--- config.mk ---
export PLATFORM = sky130hd
export DESIGN_NAME = port_d_e_pin_mux
export DESIGN_NICKNAME = d
export VERILOG_FILES = /design/src/design/port_de_pkg.sv /design/src/design/port_d_e_pin_mux.sv /design/src/design/sync_two_flop.sv
export SDC_FILE = /design/constraint.sdc
export NUM_CORES = 1
export LEC_CHECK = 0
export ABC_AREA = 1
export BUFFER_PORTS_ARGS = -buffer_cell sky130_fd_sc_hd__buf_2
export CELL_PAD_IN_SITES_DETAIL_PLACEMENT = 1
export CELL_PAD_IN_SITES_GLOBAL_PLACEMENT = 2
export CORE_MARGIN = 4
export CORE_UTILIZATION = 30
export DETAILED_ROUTE_END_ITERATION = 7
export PLACE_DENSITY_LB_ADDON = 0.05
export SYNTH_ARGS = -nofsm -noshare
export SYNTH_HDL_FRONTEND = slang
export SYNTH_SLANG_ARGS = --single-unit
--- constraint.sdc ---
create_clock -name pclk -period 1.7 [get_ports pclk]
set_clock_uncertainty 0.15 [all_clocks]
set_input_delay 0.34 -clock pclk [delete_from_list [all_inputs] [get_ports pclk]]
set_output_delay 0.34 -clock pclk [all_outputs]
set_load 0.02 [all_outputs]
--- src/design/port_de_pkg.sv ---
// Purpose: shared constants for the port d / port e pin multiplexer
// Assumes: apb byte addresses, one 32-bit word per register
// Notes:   mode and variant encodings are plain codes of this block
package port_de_pkg;
    localparam logic [11:0] OFS_PORT_D_PINS     = 12'h000;
    localparam logic [11:0] OFS_PORT_D_LATCH    = 12'h004;
    localparam logic [11:0] OFS_PORT_D_DIR      = 12'h008;
    localparam logic [11:0] OFS_PORT_E_PINS     = 12'h00C;
    localparam logic [11:0] OFS_PORT_E_LATCH    = 12'h010;
    localparam logic [11:0] OFS_PORT_E_DIR      = 12'h014;
    localparam logic [11:0] OFS_SLAVE_CTRL      = 12'h018;
    localparam logic [11:0] OFS_BUS_CTRL        = 12'h01C;
    localparam logic [11:0] OFS_MODE_CTRL       = 12'h020;
    localparam logic [7:0]  DIR_RESET           = 8'hFF;
    localparam logic [7:0]  LATCH_RESET         = 8'h00;
    localparam logic [7:0]  CTRL_RESET          = 8'h00;
    localparam logic [7:0]  SLAVE_CTRL_MASK     = 8'h10;
    localparam logic [7:0]  SLAVE_STAT_MASK     = 8'hE0;
    localparam logic [7:0]  BUS_CTRL_MASK       = 8'hB3;
    localparam int          BIT_BUS_DISABLE     = 7;
    localparam int          BIT_SLAVE_ENABLE    = 4;
    localparam int          BIT_CAPTURE2_SEL    = 0;
    localparam int          BIT_LARGE_VARIANT   = 1;
    localparam int          BIT_PROC_MODE_LO    = 2;
    localparam logic [1:0]  MODE_MICROCTRL      = 2'h0;
    localparam logic [1:0]  MODE_EXTENDED       = 2'h1;
    localparam logic [1:0]  MODE_MICROPROC      = 2'h2;
    localparam logic [31:0] MODE_CTRL_RESET     = 32'h0000_0001;
endpackage

--- src/design/port_d_e_pin_mux.sv ---
// Purpose: port d and port e direction, latches and pin function multiplexing
// Assumes: apb slave, pclk 250 MHz, presetn async active low
// Notes:   pins are split into input, output and output enable
//
// Behaviour
// - port e direction one turns driver off
// - port e direction zero drives output latch
// - port e latch reads back latched value
// - eight independent port e pins, schmitt inputs, ttl in bus or slave mode
// - port e io unless large variant bus mode owns the pins
// - large variant processor modes with bus enabled give port e address high
// - slave enable makes e2..e0 control inputs
// - capture2 select clear routes unit to e7 in microcontroller mode
// - large variant extended mode resets to bus
// - port d pin n: io, bus, slave
// - port d ttl in bus or slave mode
// - only large variant has bus on d
// - slave control works only in microcontroller mode
// - small variant bus control reads zero
// - unimplemented control bits read zero
// - slave control inputs are active low
// - overrides never written into direction registers
`timescale 1ns/1ps
module port_d_e_pin_mux
    import port_de_pkg::*;
(
    input  wire logic        pclk,
    input  wire logic        presetn,
    input  wire logic        psel,
    input  wire logic        penable,
    input  wire logic        pwrite,
    input  wire logic [11:0] paddr,
    input  wire logic [31:0] pwdata,
    output logic      [31:0] prdata,
    output logic             pready,
    output logic             pslverr,
    input  wire logic [7:0]  port_d_in,
    output logic      [7:0]  port_d_out,
    output logic      [7:0]  port_d_oe,
    output logic             port_d_ttl,
    input  wire logic [7:0]  port_e_in,
    output logic      [7:0]  port_e_out,
    output logic      [7:0]  port_e_oe,
    output logic             port_e_ttl,
    input  wire logic [15:0] bus_ad_out,
    input  wire logic        bus_ad_drive,
    output logic      [15:0] bus_ad_in,
    input  wire logic [7:0]  slave_data_out,
    input  wire logic        slave_data_drive,
    input  wire logic [2:0]  slave_status,
    output logic      [2:0]  slave_ctrl_n,
    output logic             slave_port_active,
    input  wire logic        capture2_out,
    input  wire logic        capture2_drive,
    output logic             capture2_in,
    output logic             capture2_on_e7
);
    logic [7:0]  d_sync;
    logic [7:0]  e_sync;
    logic [7:0]  port_d_latch, next_port_d_latch;
    logic [7:0]  port_d_dir, next_port_d_dir;
    logic [7:0]  port_e_latch, next_port_e_latch;
    logic [7:0]  port_e_dir, next_port_e_dir;
    logic [7:0]  slave_ctrl, next_slave_ctrl;
    logic [7:0]  bus_ctrl, next_bus_ctrl;
    logic [2:0]  mode_ctrl, next_mode_ctrl;
    logic [31:0] next_prdata;
    logic        next_pready;
    logic        next_pslverr;
    logic [7:0]  next_d_out, next_d_oe, next_e_out, next_e_oe;
    logic [15:0] next_bus_ad_in;
    logic [2:0]  next_slave_ctrl_n;
    logic        next_cap_in, next_cap_on_e7, next_d_ttl, next_e_ttl, next_psp_act;
    logic        large_variant, bus_mode, slave_mode, cap_route, access, mapped;
    logic [1:0]  proc_mode;

    // mode_ctrl bit0 capture2 select, bit1 large variant, bit2 processor mode
    function automatic logic [31:0] widen(input logic [7:0] v);
        return {24'h000000, v};
    endfunction

    function automatic logic [7:0] drive_mux(input logic [7:0] latch,
                                             input logic [7:0] dir);
        return latch & ~dir;
    endfunction

    // pin levels cross into pclk before any logic reads them
    sync_two_flop u_sync_d (
        .pclk     (pclk),
        .presetn  (presetn),
        .async_in (port_d_in),
        .sync_out (d_sync)
    );
    sync_two_flop u_sync_e (
        .pclk     (pclk),
        .presetn  (presetn),
        .async_in (port_e_in),
        .sync_out (e_sync)
    );

    // pin function selection
    always_comb begin
        large_variant = mode_ctrl[BIT_LARGE_VARIANT];
        proc_mode     = {1'b0, mode_ctrl[BIT_PROC_MODE_LO]};
        if (mode_ctrl[BIT_PROC_MODE_LO] && bus_ctrl[BIT_BUS_DISABLE] == 1'b0)
            proc_mode = MODE_EXTENDED;
        if (!mode_ctrl[BIT_PROC_MODE_LO])
            proc_mode = MODE_MICROCTRL;
        // bus owns pins only on the large variant, outside microcontroller mode
        bus_mode   = large_variant && (proc_mode != MODE_MICROCTRL)
                     && !bus_ctrl[BIT_BUS_DISABLE];
        slave_mode = slave_ctrl[BIT_SLAVE_ENABLE] && !bus_mode
                     && (proc_mode == MODE_MICROCTRL);
        cap_route  = !mode_ctrl[BIT_CAPTURE2_SEL] && !bus_mode
                     && (proc_mode == MODE_MICROCTRL);
    end

    // pin drive; overrides act here and never touch the direction registers
    always_comb begin
        next_d_out = port_d_latch;
        next_d_oe  = ~port_d_dir;
        next_e_out = port_e_latch;
        next_e_oe  = ~port_e_dir;
        if (bus_mode) begin
            next_d_out = bus_ad_out[7:0];
            next_d_oe  = {8{bus_ad_drive}};
            next_e_out = bus_ad_out[15:8];
            next_e_oe  = {8{bus_ad_drive}};
        end else begin
            if (slave_mode) begin
                next_d_out = slave_data_out;
                next_d_oe  = {8{slave_data_drive}};
                next_e_oe[2:0] = 3'h0;
            end
            if (cap_route) begin
                next_e_out[7] = capture2_out;
                next_e_oe[7]  = capture2_drive;
            end
        end
        next_d_ttl        = bus_mode || slave_mode;
        next_e_ttl        = bus_mode || slave_mode;
        next_bus_ad_in    = {e_sync, d_sync};
        next_slave_ctrl_n = slave_mode ? e_sync[2:0] : 3'h7;
        next_psp_act      = slave_mode;
        next_cap_in       = e_sync[7];
        next_cap_on_e7    = cap_route;
    end

    // apb register file
    always_comb begin
        access            = psel && penable;
        mapped            = 1'b1;
        next_port_d_latch = port_d_latch;
        next_port_d_dir   = port_d_dir;
        next_port_e_latch = port_e_latch;
        next_port_e_dir   = port_e_dir;
        next_slave_ctrl   = {slave_status, slave_ctrl[4:0]} & (SLAVE_CTRL_MASK | SLAVE_STAT_MASK);
        next_bus_ctrl     = bus_ctrl;
        next_mode_ctrl    = mode_ctrl;
        next_prdata       = 32'h0000_0000;
        unique case (paddr)
            OFS_PORT_D_PINS:  next_prdata = widen(d_sync);
            OFS_PORT_D_LATCH: next_prdata = widen(port_d_latch);
            OFS_PORT_D_DIR:   next_prdata = widen(port_d_dir);
            OFS_PORT_E_PINS:  next_prdata = widen(e_sync);
            OFS_PORT_E_LATCH: next_prdata = widen(port_e_latch);
            OFS_PORT_E_DIR:   next_prdata = widen(port_e_dir);
            OFS_SLAVE_CTRL:   next_prdata = widen(slave_ctrl);
            OFS_BUS_CTRL:     next_prdata = large_variant ? widen(bus_ctrl)
                                                          : 32'h0000_0000;
            OFS_MODE_CTRL:    next_prdata = {28'h0000000, 1'b0, mode_ctrl};
            default:          mapped = 1'b0;
        endcase
        // writes land only at the edge where pready is high, as the master expects
        if (access && pwrite && pready) begin
            unique case (paddr)
                OFS_PORT_D_PINS, OFS_PORT_D_LATCH: next_port_d_latch = pwdata[7:0];
                OFS_PORT_D_DIR:   next_port_d_dir = pwdata[7:0];
                OFS_PORT_E_PINS, OFS_PORT_E_LATCH: next_port_e_latch = pwdata[7:0];
                OFS_PORT_E_DIR:   next_port_e_dir = pwdata[7:0];
                OFS_SLAVE_CTRL:   next_slave_ctrl = (next_slave_ctrl & SLAVE_STAT_MASK)
                                                  | (pwdata[7:0] & SLAVE_CTRL_MASK);
                OFS_BUS_CTRL:     if (large_variant)
                                      next_bus_ctrl = pwdata[7:0] & BUS_CTRL_MASK;
                OFS_MODE_CTRL:    next_mode_ctrl = pwdata[2:0];
                default:          next_mode_ctrl = mode_ctrl;
            endcase
        end
        next_pready  = access && !pready;
        next_pslverr = access && !pready && !mapped;
        if (!(access && !pready))
            next_prdata = 32'h0000_0000;
    end

    // register stage; latches have no reset value of their own beyond a clean start
    always_ff @(posedge pclk or negedge presetn) begin
        if (!presetn) begin
            port_d_latch      <= LATCH_RESET;
            port_e_latch      <= LATCH_RESET;
            port_d_dir        <= DIR_RESET;
            port_e_dir        <= DIR_RESET;
            slave_ctrl        <= CTRL_RESET;
            bus_ctrl          <= CTRL_RESET;
            mode_ctrl         <= MODE_CTRL_RESET[2:0];
            prdata            <= 32'h0000_0000;
            pready            <= 1'b0;
            pslverr           <= 1'b0;
            port_d_out        <= 8'h00;
            port_d_oe         <= 8'h00;
            port_e_out        <= 8'h00;
            port_e_oe         <= 8'h00;
            port_d_ttl        <= 1'b0;
            port_e_ttl        <= 1'b0;
            bus_ad_in         <= 16'h0000;
            slave_ctrl_n      <= 3'h7;
            slave_port_active <= 1'b0;
            capture2_in       <= 1'b0;
            capture2_on_e7    <= 1'b0;
        end else begin
            port_d_latch      <= next_port_d_latch;
            port_e_latch      <= next_port_e_latch;
            port_d_dir        <= next_port_d_dir;
            port_e_dir        <= next_port_e_dir;
            slave_ctrl        <= next_slave_ctrl;
            bus_ctrl          <= next_bus_ctrl;
            mode_ctrl         <= next_mode_ctrl;
            prdata            <= next_prdata;
            pready            <= next_pready;
            pslverr           <= next_pslverr;
            port_d_out        <= next_d_out;
            port_d_oe         <= next_d_oe;
            port_e_out        <= next_e_out;
            port_e_oe         <= next_e_oe;
            port_d_ttl        <= next_d_ttl;
            port_e_ttl        <= next_e_ttl;
            bus_ad_in         <= next_bus_ad_in;
            slave_ctrl_n      <= next_slave_ctrl_n;
            slave_port_active <= next_psp_act;
            capture2_in       <= next_cap_in;
            capture2_on_e7    <= next_cap_on_e7;
        end
    end
endmodule

--- src/design/sync_two_flop.sv ---
// Purpose: two flip-flop synchroniser for an 8-bit group of pin levels
// Assumes: each bit is an independent level, no bus coherence needed
// Notes:   the first stage feeds only the second stage
`timescale 1ns/1ps
module sync_two_flop (
    input  wire logic       pclk,
    input  wire logic       presetn,
    input  wire logic [7:0] async_in,
    output logic      [7:0] sync_out
);
    logic [7:0] stage_one;
    // first and second stage registers
    always_ff @(posedge pclk or negedge presetn) begin
        if (!presetn) begin
            stage_one <= 8'h00;
            sync_out  <= 8'h00;
        end else begin
            stage_one <= async_in;
            sync_out  <= stage_one;
        end
    end
endmodule

### Word level (Yosys, flattened, before mapping)

Index checks and enable logic that the tools add are counted.

| word-level totals | value |
|---|---|
| flip-flop bits (word level) | 169 |
| bits in latches | 0 |
| memory bits (writable) | 0 |
| bits in read-only memories | 0 |
| output and inout port bits | 90 |
| logic and storage cells | 86 |
| memories kept | 0 |

| cells by class | value |
|---|---|
| $add $sub $neg | 0 |
| multipliers | 0 |
| divide/modulo/power cells | 0 |
| magnitude comparators | 0 |
| equality and inequality tests | 8 |
| shifts and indexed selects | 0 |
| multiplexer cells | 20 |
| bitwise logic cells | 3 |
| reductions and logical operators | 30 |

Operator list:

| kind | count |
|---|---|
| $pmux W8 S9 | 1 |
| $mux W8 | 7 |
| $eq A12 B5 Y1 const B | 4 |
| $mux W32 | 1 |
| $eq A12 B4 Y1 const B | 2 |
| $not A8 Y8 | 2 |
| $eq A12 B3 Y1 const B | 1 |
| $eq A12 B6 Y1 const B | 1 |
| $logic_not A12 Y1 | 1 |
| $reduce_and A2 Y1 | 6 |
| $logic_and A1 B1 Y1 | 11 |
| $mux W3 | 3 |
| $reduce_or A9 Y1 | 1 |
| $or A8 B5 Y8 | 1 |
| $mux W7 | 1 |
| $mux W1 | 6 |
| $logic_not A1 Y1 | 5 |
| $mux W4 | 1 |
| $reduce_or A2 Y1 | 2 |
| $reduce_and A3 Y1 | 1 |
| $logic_not A2 Y1 | 1 |
| $reduce_bool A2 Y1 | 1 |
| $logic_or A1 B1 Y1 | 1 |

### Longest topological paths before layout

Gate-level depths: netlist of run 1.

| logic depth | value |
|---|---|
| word-level depth | 9 |
| gate-level depth with buffers | 11 |
| mapped depth without buffers | 10 |

### Cells and area by module

A second synthesis of run 1 with hierarchy kept.

| unflattened totals | value |
|---|---|
| cells, all modules | 561 |
| area total of the unflattened synthesis | 5693.0 um2 |

Modules (own cells, without submodules):

| module | instances | cells an instance | area an instance (um2) | sequential area each (um2) |
|---|---|---|---|---|
| port_d_e_pin_mux | 1 | 529 | 4892.2 | 2727.6 |
| sync_two_flop | 2 | 16 | 400.4 | 400.4 |

### Least setup slack after synthesis of run 1

Ideal clock, no wire load.

| path | value |
|---|---|
| path kind | reg2reg |
| start | register pready |
| end | register port_d_latch[5] |
| arrival | 1.264 ns |
| data required time | 1.426 ns |
| setup slack | 0.162 ns |
| stages on the path, launching flop included | 7 |
| buffers on the path | 1 |
| period minus slack after synthesis | 1.538 ns |
| path through | dfrtp_1 > nand2_1 > nor2_4 > nand2_1 > buf_2 > nand2_1 > o21ai_1 |

| between the ends | value |
|---|---|
| cells in the longest elaborated chain, start to end | 2 |

RTL lines:

| element | line | text |
|---|---|---|
| start, declared | port_d_e_pin_mux.sv:35 | `output logic pready,` |
| start signal, assigned | port_d_e_pin_mux.sv:228 | `pready <= next_pready;` |
| $logic_and A1 B1 Y1 | port_d_e_pin_mux.sv:175 | `if (access && pwrite && pready) begin` |
| $reduce_and A2 Y1 (no line) | - |  |
| end signal, assigned | port_d_e_pin_mux.sv:220 | `port_d_latch <= next_port_d_latch;` |
| end, declared | port_d_e_pin_mux.sv:60 | `logic [7:0] port_d_latch, next_port_d_latch;` |

No other way between the ends.
A chain may end at the register's enable or synchronous reset.

### Final worst setup path of run 1

| path | value |
|---|---|
| start | register mode_ctrl[2] |
| end | register port_d_oe[0] |

| between the ends | value |
|---|---|
| cells in the longest elaborated chain, start to end | 9 |

RTL lines:

| element | line | text |
|---|---|---|
| start, declared | port_d_e_pin_mux.sv:66 | `logic [2:0] mode_ctrl, next_mode_ctrl;` |
| start signal, assigned | port_d_e_pin_mux.sv:204 | `mode_ctrl <= MODE_CTRL_RESET[2:0];` |
| start signal, assigned | port_d_e_pin_mux.sv:226 | `mode_ctrl <= next_mode_ctrl;` |
| $mux W1 (*) | port_d_e_pin_mux.sv:107 | `if (!mode_ctrl[BIT_PROC_MODE_LO])` |
| $reduce_bool A2 Y1 | port_d_e_pin_mux.sv:110 | `bus_mode = large_variant && (proc_mode != MODE_MICROCTRL)` |
| $logic_and A1 B1 Y1 | port_d_e_pin_mux.sv:110 |  |
| $logic_and A1 B1 Y1 | port_d_e_pin_mux.sv:111 | `&& !bus_ctrl[BIT_BUS_DISABLE];` |
| $logic_not A1 Y1 | port_d_e_pin_mux.sv:112 | `slave_mode = slave_ctrl[BIT_SLAVE_ENABLE] && !bus_mode` |
| $logic_and A1 B1 Y1 | port_d_e_pin_mux.sv:112 |  |
| $logic_and A1 B1 Y1 | port_d_e_pin_mux.sv:113 | `&& (proc_mode == MODE_MICROCTRL);` |
| $mux W8 | port_d_e_pin_mux.sv:130 | `if (slave_mode) begin` |
| $mux W8 (*) | port_d_e_pin_mux.sv:124 | `if (bus_mode) begin` |
| net next_d_oe[0] | port_d_e_pin_mux.sv:70 | `logic [7:0] next_d_out, next_d_oe, next_e_out, next_e_oe;` |
| end signal, assigned | port_d_e_pin_mux.sv:231 | `port_d_oe <= next_d_oe;` |
| end, declared | port_d_e_pin_mux.sv:39 | `output logic [7:0] port_d_oe,` |

The timed path passes the listed nets; every way through them passes the cells marked *.

==> results of run 1 <==
==> layout make-up <==
type,count,share of cell area
Sequential cell,140,0.4572
Clock buffer,19,0.05739
Tap cell,229,0.03713
Timing Repair Buffer,217,0.1892
Inverter,44,0.02205
Clock inverter,11,0.01248
Multi-Input combinational cell,349,0.2245
==> critical path: cells and delay by family (launching register included) <==
| kind | cells | cell delay, ns |
|---|---|---|
| DFF | 1 | 0.44 |
| and+or+nand+nor | 2 | 0.44 |
| buffers and inverters | 2 | 0.33 |
| AOI/OAI and AO/OA | 1 | 0.10 |
==> worst max-delay path by stage <==
stage | end | slack [ns] | startpoint | depth (start not counted)
floorplan | port_d_latch[5] | 0.16 | pready | 6
global placement | prdata[5] | -0.18 | paddr[7] | 10
detailed placement | prdata[5] | -0.24 | paddr[7] | 10
CTS | port_d_oe[0] | 0.07 | mode_ctrl[2] | 5
global route | port_d_out[4] | 0.008 | mode_ctrl[1] | 7
finish | port_d_oe[0] | 0.12 | mode_ctrl[2] | 5
==> cell usage in the layout, fill, tap and decap left out, types with 4 or more instances in the layout <==
cell           count
nand2_2           11
buf_12             5
nand2_1          130
o21ai_2           16
clkbuf_16         17
dlygate4sd3_1     42
dfrtp_1          120
nand3_1           50
conb_1            24
inv_2              5
nor2_4             7
clkinv_2           5
dfstp_2           20
nand2_4            6
a21oi_2            4
o21ai_1           14
nor2_1            34
o211ai_1           7
inv_1             38
o21ai_0           32
buf_2            136
buf_4             33
==> registers in the layout, indices dropped and copies added, names as in the netlist, 4 cells and up <==
register,flops
bus_ad_in,16
bus_ctrl,5
port_d_dir,8
port_d_latch,8
port_d_oe,8
port_d_out,8
port_e_dir,8
port_e_latch,8
port_e_oe,8
port_e_out,8
prdata,8
slave_ctrl,4
u_sync_d.stage_one,8
u_sync_d.sync_out,8
u_sync_e.stage_one,8
u_sync_e.sync_out,8
==> Yosys cell counts <==
cell type	n
nand2_4	6
clkbuf_1	2
o21ai_0	33
o21ai_2	16
nor3_4	1
nand3b_1	3
a21oi_2	4
buf_4	28
inv_2	4
dfstp_2	20
a31oi_1	1
buf_6	4
nand2_2	11
nor2_1	35
clkinv_4	1
a21oi_1	1
nand3_2	1
o21ai_1	13
o211ai_1	7
nand4_1	2
inv_1	39
buf_2	5
conb_1	1
nor2_2	2
or2_2	2
dfrtp_1	120
nand3_1	50
nor2_4	7
nand2_1	130
==> timing repair <==
action | CTS | global route
endpoints found under the hold margin | 155 | 0
pin swaps | 0 | 0
hold buffers | 42 | 0
endpoints found under the setup margin | 17 | 1
resized for setup | 1 | 2
==> power groups by stage <==
stage                     Clock [µW]  Sequential [µW]  Combinational, µW
after global placement             0             3490                378
final                           3440             3430                454
after global routing            3660             3440                503
after detailed placement           0             3490                387
after floorplan                    0             3510                154
after CTS                       3530             3430                462
==> logic make-up after synthesis <==
family | count (synthesis) | synth area share
AOI/OAI and AO/OA | 75 | 0.08333
buffers and inverters | 83 | 0.08133
DFF | 140 | 0.6267
other | 1 | 0.0006660
and+or+nand+nor | 250 | 0.2080
==> per-stage QoR <==
stage               TNS, ns  power, µW  cell area (µm²)  std cells
floorplan                 0       3668             5717        572
global placement     -4.345       3868             6755        937
detailed placement   -7.598       3877             6755        937
CTS                       0       7429             7717       1009
global route              0       7603             7717       1009
finish                    0       7322             7717       1009
==> routing by layer <==
layer  vias up  track usage
li1       2143            -
met1      2164       0.2154
met2       129       0.2791
met3        20      0.05114
met4         0      0.05131
met5         -            0
==> summary.txt, run 1 <==
Routing
  – WL met1: 7733 µm
  – Met2 Wirelength: 8314 µm
  – Antenna-violating nets left: 0
  – DR WL met3: 969 µm
  – Vias per cell: 4.416
  – Vias: 4456
  – Top Layer Used: met4
  – TritonRoute pass-1 iters: 6
  – First DRT Iteration DRCs: 144
  – WL/cell: between 15 and 20 µm
  – Final wirelength: around 17000 µm
  – Number of remaining DRC errors: 0

Worst setup path
  – Cell count of the worst reg-to-reg path: 5
  – CP required: ~1.8 ns
  – WS Path Type: reg2reg
  – Cell Chain, Critical Path: nor2_2 > inv_1 > nand2_1 > buf_12 > o21ai_0
  – RR Endpoint: port_d_oe[0]
  – FF-to-FF setup slack: 0.12 ns
  – Worst path max stage delay: ~0.44 ns
  – CP startpoint kind: flip-flop
  – Crit path DAT: 1.73 ns
  – Reg2Reg Launch Point: mode_ctrl[2]
  – Critical-path maximum fanout: 18
  – Worst Setup End Kind: flip-flop
  – Slowest CP cell: dfrtp_1

Job
  – Max-cap violations: 0

Power
  – Pleak: 0.003756 µW
  – Seq pwr share: 0.469
  – Pwr/cell area: 948.8 nW/µm²
  – Logic pwr share: 0.062
  – Internal: 5609 µW
  – Peak VDD IR: 0.0007395 V
  – Sw Pwr: 1713 µW
  – Clock share of power: 0.469
  – Net Sw Frac: 0.2339

Floorplan
  – Num ports: 186
  – Die height: 145.0 µm
  – Row count: 49
  – Die ar.: 21020 µm²
  – Die X: 145.0 µm
  – CORE AREA: 18210 µm²
  – Initial Util: 0.3092

Clock network
  – Postcts setup bufs: 0
  – Clk sinks: 140
  – H-tree Lvls: 4
  – CTS tree: done
  – CTS buffer count: 17
  – CTS clk-pin slew, worst paths: 0.06 ns
  – Clk_lat worst skew: 0.43 ns
  – Clock tree buffer depth: 2
  – Clock root buffer: clkbuf_16

Placed design
  – Hpwl dp: ~13000 µm
  – Gpl congestion: 0.7852
  – Pre-CTS setup slack: -0.2407 ns
  – Number of buffers added on ports: 137

Hold path
  – Worst hold endpoint: port_d_out[2]
  – Hold Path Origin: slave_data_out[2]
  – Hold/Removal Path Class: in2reg
  – Worst Hold Depth: 3

Timing
  – Final Hold Viols: 0
  – RSZ-0062 raised after global routing: false
  – Max Slew Vio Count: 0
  – Hold_ws: 0.01907 ns
  – Final worst slack: 0.1164 ns
  – Setup violators final: 0
  – Max Fclk: approximately 0.63 GHz
  – Min Tclk post-route: 1.584 ns
  – Final worst path period share: 0.9315

Logic synthesis
  – Post-Syn Area: 5630 µm²
  – Synth Register Bits: 140
  – Synth area leaders: dfrtp_1, dfstp_2, nand2_1
  – Number of distinct library cells after synthesis: 29
  – Synth top area share: 0.5333
  – Synth Warn #: 0
  – Cells after synthesis: 549
  – Register area share after synthesis: 0.6267
  – Post-synth top area cell: dfrtp_1
  – Post-Syn Area per Cell: 10.26 µm²

Global route
  – Vias in the first global route: roughly 5000
  – GRT Total Usage: 0.1690
  – Gr ovfl total: 0
  – Largest net degree at the start of global routing: 50
  – Initial antenna violation count: 0
  – Global-route wire length before repair: 27670 µm

Cells and area
  – Register cell area after layout: 3528 µm²
  – Footprint of the multi-input gates: 1733 µm²
  – Layout cells sized above 1: 0.3603
  – Final-layout fill cell count: approximately 2100
  – Count of antenna diodes in the layout: 0
  – Area grow syn2layout: 37.07%
  – Nets: 865
  – Post-layout util: 0.4238

Run status
  – Outcome: finished clean
(Power assumes the default switching activity.)
==> run 2: changes to the inputs <==
--- a/config.mk
+++ b/config.mk
@@ -9,6 +9,7 @@
 export BUFFER_PORTS_ARGS = -buffer_cell sky130_fd_sc_hd__buf_2
 export CELL_PAD_IN_SITES_DETAIL_PLACEMENT = 1
 export CELL_PAD_IN_SITES_GLOBAL_PLACEMENT = 2
+export CORE_ASPECT_RATIO = 1.25
 export CORE_MARGIN = 4
 export CORE_UTILIZATION = 30
 export DETAILED_ROUTE_END_ITERATION = 7
==> run 2 against run 1 <==
  * Non-clock buffer count fell by 2
  * First-iteration DRC count rose by 33%
  * Sequential share of layout area decreased by 0.23 points
  * Sequential power about the same
  * Via count decreased by 1.7%
  * Sequential cell count unchanged
  * Critical endpoint is now slave_ctrl_n[0]
  * Largest cell class unchanged
  * Highest routed layer unchanged
==> summary.txt, run 2 (synthesis gave the netlist of run 1 again) <==
Run status
  – Outcome: finished clean

Routing
  – TritonRoute pass-1 iters: 4 (-2)
  – Vias: 4382 (-1.7%)
  – Vias per cell: 4.347 (-1.6%)
  – WL/cell: 16.42 µm (-4.0%)
  – First DRT Iteration DRCs: 192 (+33%)
  – Number of remaining DRC errors: 0 (unchanged)
  – Antenna-violating nets left: 0 (unchanged)
  – Final wirelength: 16550 µm (-4.1%)

Global route
  – GRT Total Usage: 0.1653 (-0.003746)
  – Vias in the first global route: 4772 (-2.5%)
  – Gr ovfl total: 0 (unchanged)
  – Initial antenna violation count: 0 (unchanged)
  – Global-route wire length before repair: 26370 µm (-4.7%)
  – Largest net degree at the start of global routing: 38 (-24%)

Placed design
  – Dpl cells: 936 (-0.11%)
  – Hpwl dp: 12700 µm (-2.4%)
  – Gpl congestion: 0.8240 (+4.9%)
  – Number of buffers added on ports: 137 (unchanged)

Clock network
  – Clk sinks: 140 (unchanged)
  – CTS tree: done
  – H-tree Lvls: 4 (unchanged)
  – CTS buffer count: 17 (unchanged)
  – Clk_lat worst skew: 0.43 ns (about the same)
  – Clock tree buffer depth: 2 (unchanged)
  – CTS clk-pin slew, worst paths: 0.06 ns (about the same)
  – Clock root buffer: clkbuf_16

Timing
  – Min Tclk post-route: 1.583 ns (-0.0009250 ns)
  – RSZ-0062 raised after global routing: false
  – Final Hold Viols: 0 (unchanged)
  – Max Slew Vio Count: 0 (unchanged)
  – Setup TNS: 0 ns (unchanged)
  – Final worst path period share: 0.9310 (about the same)
  – Setup violators final: 0 (unchanged)
  – Max Fclk: 0.6319 GHz (about the same)

Worst setup path
  – Slowest CP cell: dfstp_2
  – Cell family with most CP delay: flip-flops
  – Critical-path maximum fanout: 1 (-17)
  – CP startpoint kind: flip-flop
  – Worst path max stage delay: 0.52 ns (+0.08 ns)
  – WS Path Type: reg2out
  – Cell Chain, Critical Path: buf_2
  – CP required: 1.21 ns (-0.63 ns)
  – Crit path DAT: 1.09 ns (-0.64 ns)
  – Worst Setup End Kind: output port
  – Buf/Inv on CP: 1 (-1)

Cells and area
  – Most frequent cells in the layout: buf_2, nand2_1, dfrtp_1
  – Largest register by flop count: bus_ad_in
  – Register cell area after layout: 3530 µm² (about the same)
  – Footprint of the multi-input gates: 1733 µm² (unchanged)
  – Layout cells sized above 1: 0.3641 (+0.003846)
  – Count of antenna diodes in the layout: 0 (unchanged)
  – Fin cells: 1008 (-0.099%)
  – Final-layout fill cell count: 2088 (+0.34%)
  – Nets: 863 (-0.23%)
  – Commonest non-fill, non-tap cell in the layout: buf_2
  – Max reg flops: 16 (unchanged)
  – Area grow syn2layout: 37.82%

Floorplan
  – Num ports: 186 (unchanged)
  – CORE AREA: 18310 µm² (+0.53%)
  – Die X: 130.5 µm (-10%)
  – Initial Util: 0.3076 (-0.001627)
  – Die height: 161.2 µm (+11%)
  – Die ar.: 21040 µm² (about the same)
  – Row count: 55 (+12%)

Job
  – Max-cap violations: 0 (unchanged)

Power
  – Pwr/cell area: 1001 nW/µm² (+5.5%)
  – Pleak: 0.003771 µW (+0.38%)
  – Peak VDD IR: 0.0006326 V (-14%)

Hold path
  – Hold/Removal Path Class: in2reg
==> run 2: path summary, 6_finish.rpt <==
kind / startpoint / to / slack, ns / depth (start not counted)
max: slave_ctrl_n[0] / slave_ctrl_n[0] / 0.12 / 1
max reg2reg: mode_ctrl[1] / port_e_oe[6] / 0.18 / 6
max in group asynchronous: presetn / slave_ctrl_n[1] / 0.53 / 3
min reg2reg: u_sync_e.stage_one[6] / u_sync_e.sync_out[6] / 0.20 / 0
min in group asynchronous: presetn / port_e_out[1] / 0.25 / 2
min: slave_data_out[7] / port_d_out[7] / 0.03 / 3
==> run 2: final cells by class <==
| class | count | share of cell area |
|---|---|---|
| clock buffer | 18 | 0.05530 |
| clock inverter | 14 | 0.02386 |
| inverter | 44 | 0.02193 |
| multi-input combinational | 349 | 0.2233 |
| sequential | 140 | 0.4549 |
| tap | 228 | 0.03676 |
| timing repair buffer | 215 | 0.1840 |
==> run 2: power by group <==
part           switching, µW  internal (µW)
registers               29.5           3400
clock network           1540           2340
logic                    272            178
total                   1840           5920
==> run 2: timing repair <==
action	4_1_cts	5_1_grt
setup buffers	0	0
endpoints found under the setup margin	5	9
gates resized for setup	1	2
hold endpoints to repair	66	0
gates cloned	0	0
pin swaps	0	0
hold buffers	40	0
==> run 2: metrics by stage <==
| step | power [µW] | hold WS (ns) | setup WS, ns | instance area, µm² | utilization |
|---|---|---|---|---|---|
| after CTS | 7890 | 0.004063 | 0.07959 | 7759 | 0.4239 |
| after global routing | 8081 | 0.01241 | 0.008023 | 7760 | 0.4239 |
| after floorplan | 3668 | -0.1056 | 0.1621 | 5717 | - |
| final | 7764 | 0.02616 | 0.1173 | 7760 | 0.4239 |
| after detailed placement | 3879 | 0.1322 | -0.2331 | 6741 | 0.3683 |
| after global placement | 3870 | 0.1233 | -0.1934 | 6741 | 0.3683 |
==> run 2: worst min-delay path, stage by stage <==
cell and delay (ns):
buf_2 0.08, nand2_1 0.05, o211ai_1 0.09
==> run 2: routing by layer <==
metal  GRT usage  routed length, µm  part of all wire
met1      0.2107               7285              0.44
met2      0.2778               8253              0.50
met3     0.03936                824             0.050
met4     0.04771                190             0.011
met5           0                  0                 0
==> run 3: changes to the inputs <==
--- a/config.mk
+++ b/config.mk
@@ -5,13 +5,12 @@
 export SDC_FILE = /design/constraint.sdc
 export NUM_CORES = 1
 export LEC_CHECK = 0
-export ABC_AREA = 1
 export BUFFER_PORTS_ARGS = -buffer_cell sky130_fd_sc_hd__buf_2
 export CELL_PAD_IN_SITES_DETAIL_PLACEMENT = 1
 export CELL_PAD_IN_SITES_GLOBAL_PLACEMENT = 2
 export CORE_ASPECT_RATIO = 1.25
 export CORE_MARGIN = 4
-export CORE_UTILIZATION = 30
+export CORE_UTILIZATION = 32
 export DETAILED_ROUTE_END_ITERATION = 7
 export PLACE_DENSITY_LB_ADDON = 0.05
 export SYNTH_ARGS = -nofsm -noshare
==> run 3 against run 2 <==
  * First-iteration DRC count down 15%
  * Core utilization grew 5.2 points
  * Critical path depth is 5 higher
  * Clock power fell by 7.7%
  * Critical path type is now in2reg
  * Via count down 11%
  * Fmax is 13% lower
  * Cell count fell by 15%
  * Routed wire length decreased by 4.2%
  * Sequential power is essentially flat
  * Largest power group unchanged
  * The flow now finishes with violations (negative setup slack)
  * Register-to-register slack worse by 0.24 ns
==> summary.txt, run 3 <==
Run status
  – Outcome: finished, violations left
  – Violated checks: negative setup slack

Cells and area
  – Post-layout util: 0.4764 (+0.05248)
  – Layout cells sized above 1: 0.4796 (+0.1155)
  – Commonest non-fill, non-tap cell in the layout: buf_2
  – Area grow syn2layout: 44.40%
  – Most frequent cells in the layout: buf_2, dfrtp_1, dlygate4sd3_1
  – Count of antenna diodes in the layout: 0 (unchanged)
  – Largest register by flop count: bus_ad_in
  – Nets: 719 (-17%)
  – Max reg flops: 16 (unchanged)

Timing
  – Max Slew Vio Count: 0 (unchanged)
  – Hold_ws: 0.04472 ns (+0.01856 ns)
  – Final worst slack: -0.1204 ns (-0.2378 ns)
  – Final Hold Viols: 0 (unchanged)
  – Max Fclk: 0.5493 GHz (-13%)
  – Final worst path period share: 1.071 (+0.1399)
  – Setup violators final: 30 (+30)
  – RSZ-0062 raised after global routing: true
  – Min Tclk post-route: 1.820 ns (+0.2378 ns)

Logic synthesis
  – Commonest cells in the synthesized netlist: dfrtp_1, mux2_2, buf_4
  – Post-synth top flop: dfrtp_1
  – Adder-cell share of the synthesized area: 0 (unchanged)
  – Share of synthesized registers carrying an async set or reset: 1.000 (unchanged)
  – Synth area leaders: dfrtp_1, mux2_2, dfstp_2
  – Cells after synthesis: 388 (-29%)
  – Synth Area in Simple Gates: 0.08848 (-0.1195)
  – Number of synthesized flops with an enable pin: 0 (unchanged)
  – Post-Syn Area: 5388 µm² (-4.3%)
  – Post-synthesis mux area share: 0.1375 (+0.1375)
  – Post-synth top area cell: dfrtp_1
  – Synth Warn #: 0 (unchanged)
  – Synth Area in XOR/XNOR: 0 (unchanged)
  – Compound-Gate Fraction of Synth Area: 0.06921 (-0.01413)
  – Most common cell in the synthesized netlist: dfrtp_1
  – Number of distinct library cells after synthesis: 48 (+66%)
  – Register area share after synthesis: 0.6549 (+0.02823)
  – Synth top area share: 0.5574 (+0.02403)
  – Main combinational cell family by area after synthesis: multiplexers
  – Synth Register Bits: 140 (unchanged)
  – Post-Syn Area per Cell: 13.89 µm² (+35%)

Floorplan
  – Die height: 153.1 µm (-5.0%)
  – Die X: 124.1 µm (-5.0%)
  – Row count: 52 (-5.5%)
  – Die ar.: 18990 µm² (-9.7%)
  – CORE AREA: 16330 µm² (-11%)
  – Initial Util: 0.3299 (+0.02232)
  – Num ports: 186 (unchanged)

Worst setup path
  – Worst path max stage delay: 0.55 ns (+0.03 ns)
  – CP startpoint kind: input port
  – Slowest CP cell: or4_4
  – WS Path Type: in2reg
  – Critical-path maximum fanout: 8 (+7)
  – CP required: 1.85 ns (+0.64 ns)
  – Cell Chain, Critical Path: buf_6 > or4_4 > nor4_4 > nor3b_4 > buf_12 > mux2_2
  – Crit path DAT: 1.97 ns (+0.88 ns)
  – Worst Setup End Kind: flip-flop

Clock network
  – CTS clk-pin slew, worst paths: 0.05 ns (about the same)
  – Clock root buffer: clkbuf_16
  – Clk_lat worst skew: 0.42 ns (about the same)
  – Postcts setup bufs: 0 (unchanged)
  – H-tree Lvls: 4 (unchanged)
  – Clock tree buffer depth: 2 (unchanged)
  – CTS tree: done
  – CTS buffer count: 17 (unchanged)
  – Clk sinks: 140 (unchanged)

Global route
  – Largest net degree at the start of global routing: 35 (-7.9%)
  – Vias in the first global route: 4302 (-9.8%)
  – Initial antenna violation count: 0 (unchanged)
  – Global-route wire length before repair: 24510 µm (-7.1%)
  – Gr ovfl total: 0 (unchanged)
  – GRT Total Usage: 0.1744 (+0.009090)

Hold path
  – Hold/Removal Path Class: in2reg

Routing
  – Number of remaining DRC errors: 0 (unchanged)
  – WL/cell: 18.62 µm (+13%)
  – Antenna-violating nets left: 0 (unchanged)
  – Vias per cell: 4.562 (+4.9%)
  – Vias: 3887 (-11%)
  – TritonRoute pass-1 iters: 4 (unchanged)
  – First DRT Iteration DRCs: 163 (-15%)
  – Final wirelength: 15860 µm (-4.2%)

Placed design
  – Hpwl dp: 11460 µm (-9.8%)
  – Gpl congestion: 0.8242 (about the same)
  – Number of buffers added on ports: 137 (unchanged)

Power
  – Total power: 7565 µW (-2.6%)
  – Logic pwr share: 0.073 (+0.015)
  – Seq pwr share: 0.453 (+0.011)
  – Pwr/cell area: 972.4 nW/µm² (-2.8%)
  – Peak VDD IR: 0.0006415 V (+1.4%)
  – Pleak: 0.003723 µW (-1.3%)
  – Clock share of power: 0.473 (-0.027)
  – Internal: 5887 µW (-0.60%)
  – Net Sw Frac: 0.2219 (-0.01540)
  – Sw Pwr: 1679 µW (-8.9%)

Job
  – Max-cap violations: 0 (unchanged)
[run 3: routing by layer]
layer  global-route usage  vias to the layer above  share of wire
met2               0.3108                      112           0.55
li1                     -                     1800              -
met1               0.2016                     1956           0.39
met4              0.06106                        0          0.015
met3              0.04067                       19          0.042
met5                    0                        -              0
[run 3: worst paths after layout]
path,start,to,slack [ns],cells past startpoint
setup / recovery,paddr[7],port_e_latch[3],-0.12,6
hold / removal,bus_ad_drive,port_e_oe[7],0.04,3
setup reg to reg,pready,port_e_latch[3],-0.06,5
hold reg to reg,u_sync_d.stage_one[2],u_sync_d.sync_out[2],0.20,0
max in group asynchronous,presetn,slave_ctrl_n[1],0.59,3
min in group asynchronous,presetn,port_e_latch[5],0.23,2
[run 3: critical path, delay by kind of cell]
family / cells / cell delay (ns)
buffers and inverters: 2 / 0.26
muxes: 1 / 0.33
and+or+nand+nor: 3 / 1.05
[run 3: cell families (layout without fill, tap and decap cells)]
| group | count (synthesis) | in the layout |
|---|---|---|
| flops | 140 | 140 |
| simple gates | 81 | 81 |
| mux | 63 | 63 |
| compound gates | 59 | 59 |
| buf+inv | 44 | 269 |
| other cells | 1 | 24 |
[run 3: timing repair]
item                                    4_1_cts  5_1_grt
hold buffers                                 44        0
endpoints found under the setup margin       38       49
hold endpoints to repair                    154        0
cloned                                        0        0
pin swaps                                     4        0
gates resized for setup                      16        4
[run 3: power by group through the flow]
| stage | registers, µW | logic [µW] | clock network [µW] |
|---|---|---|---|
| floorplan | 3510 | 188 | 0 |
| global placement | 3490 | 469 | 0 |
| detailed placement | 3490 | 476 | 0 |
| CTS | 3430 | 560 | 3660 |
| global route | 3430 | 606 | 3830 |
| finish | 3430 | 553 | 3580 |
[run 3: final cells by class]
class / instances / area (µm²)
multi-input combinational: 227 / 1755
tap: 216 / 270.3
clock buffer: 26 / 519.2
inverter: 3 / 11.26
sequential: 140 / 3528
fill: 1716 / 8551
timing repair buffer: 234 / 1635
clock inverter: 6 / 60.06
[run 3: through the flow]
stage	cells	TNS [ns]	area [µm²]	setup WS (ns)
after global routing	852	-2.695	7780	-0.1571
final	852	-1.726	7780	-0.1204
after floorplan	411	-16.15	5480	-0.5592
after CTS	852	-1.245	7760	-0.1037
after global placement	776	-23.65	6670	-0.5454
after detailed placement	776	-24.59	6670	-0.5926
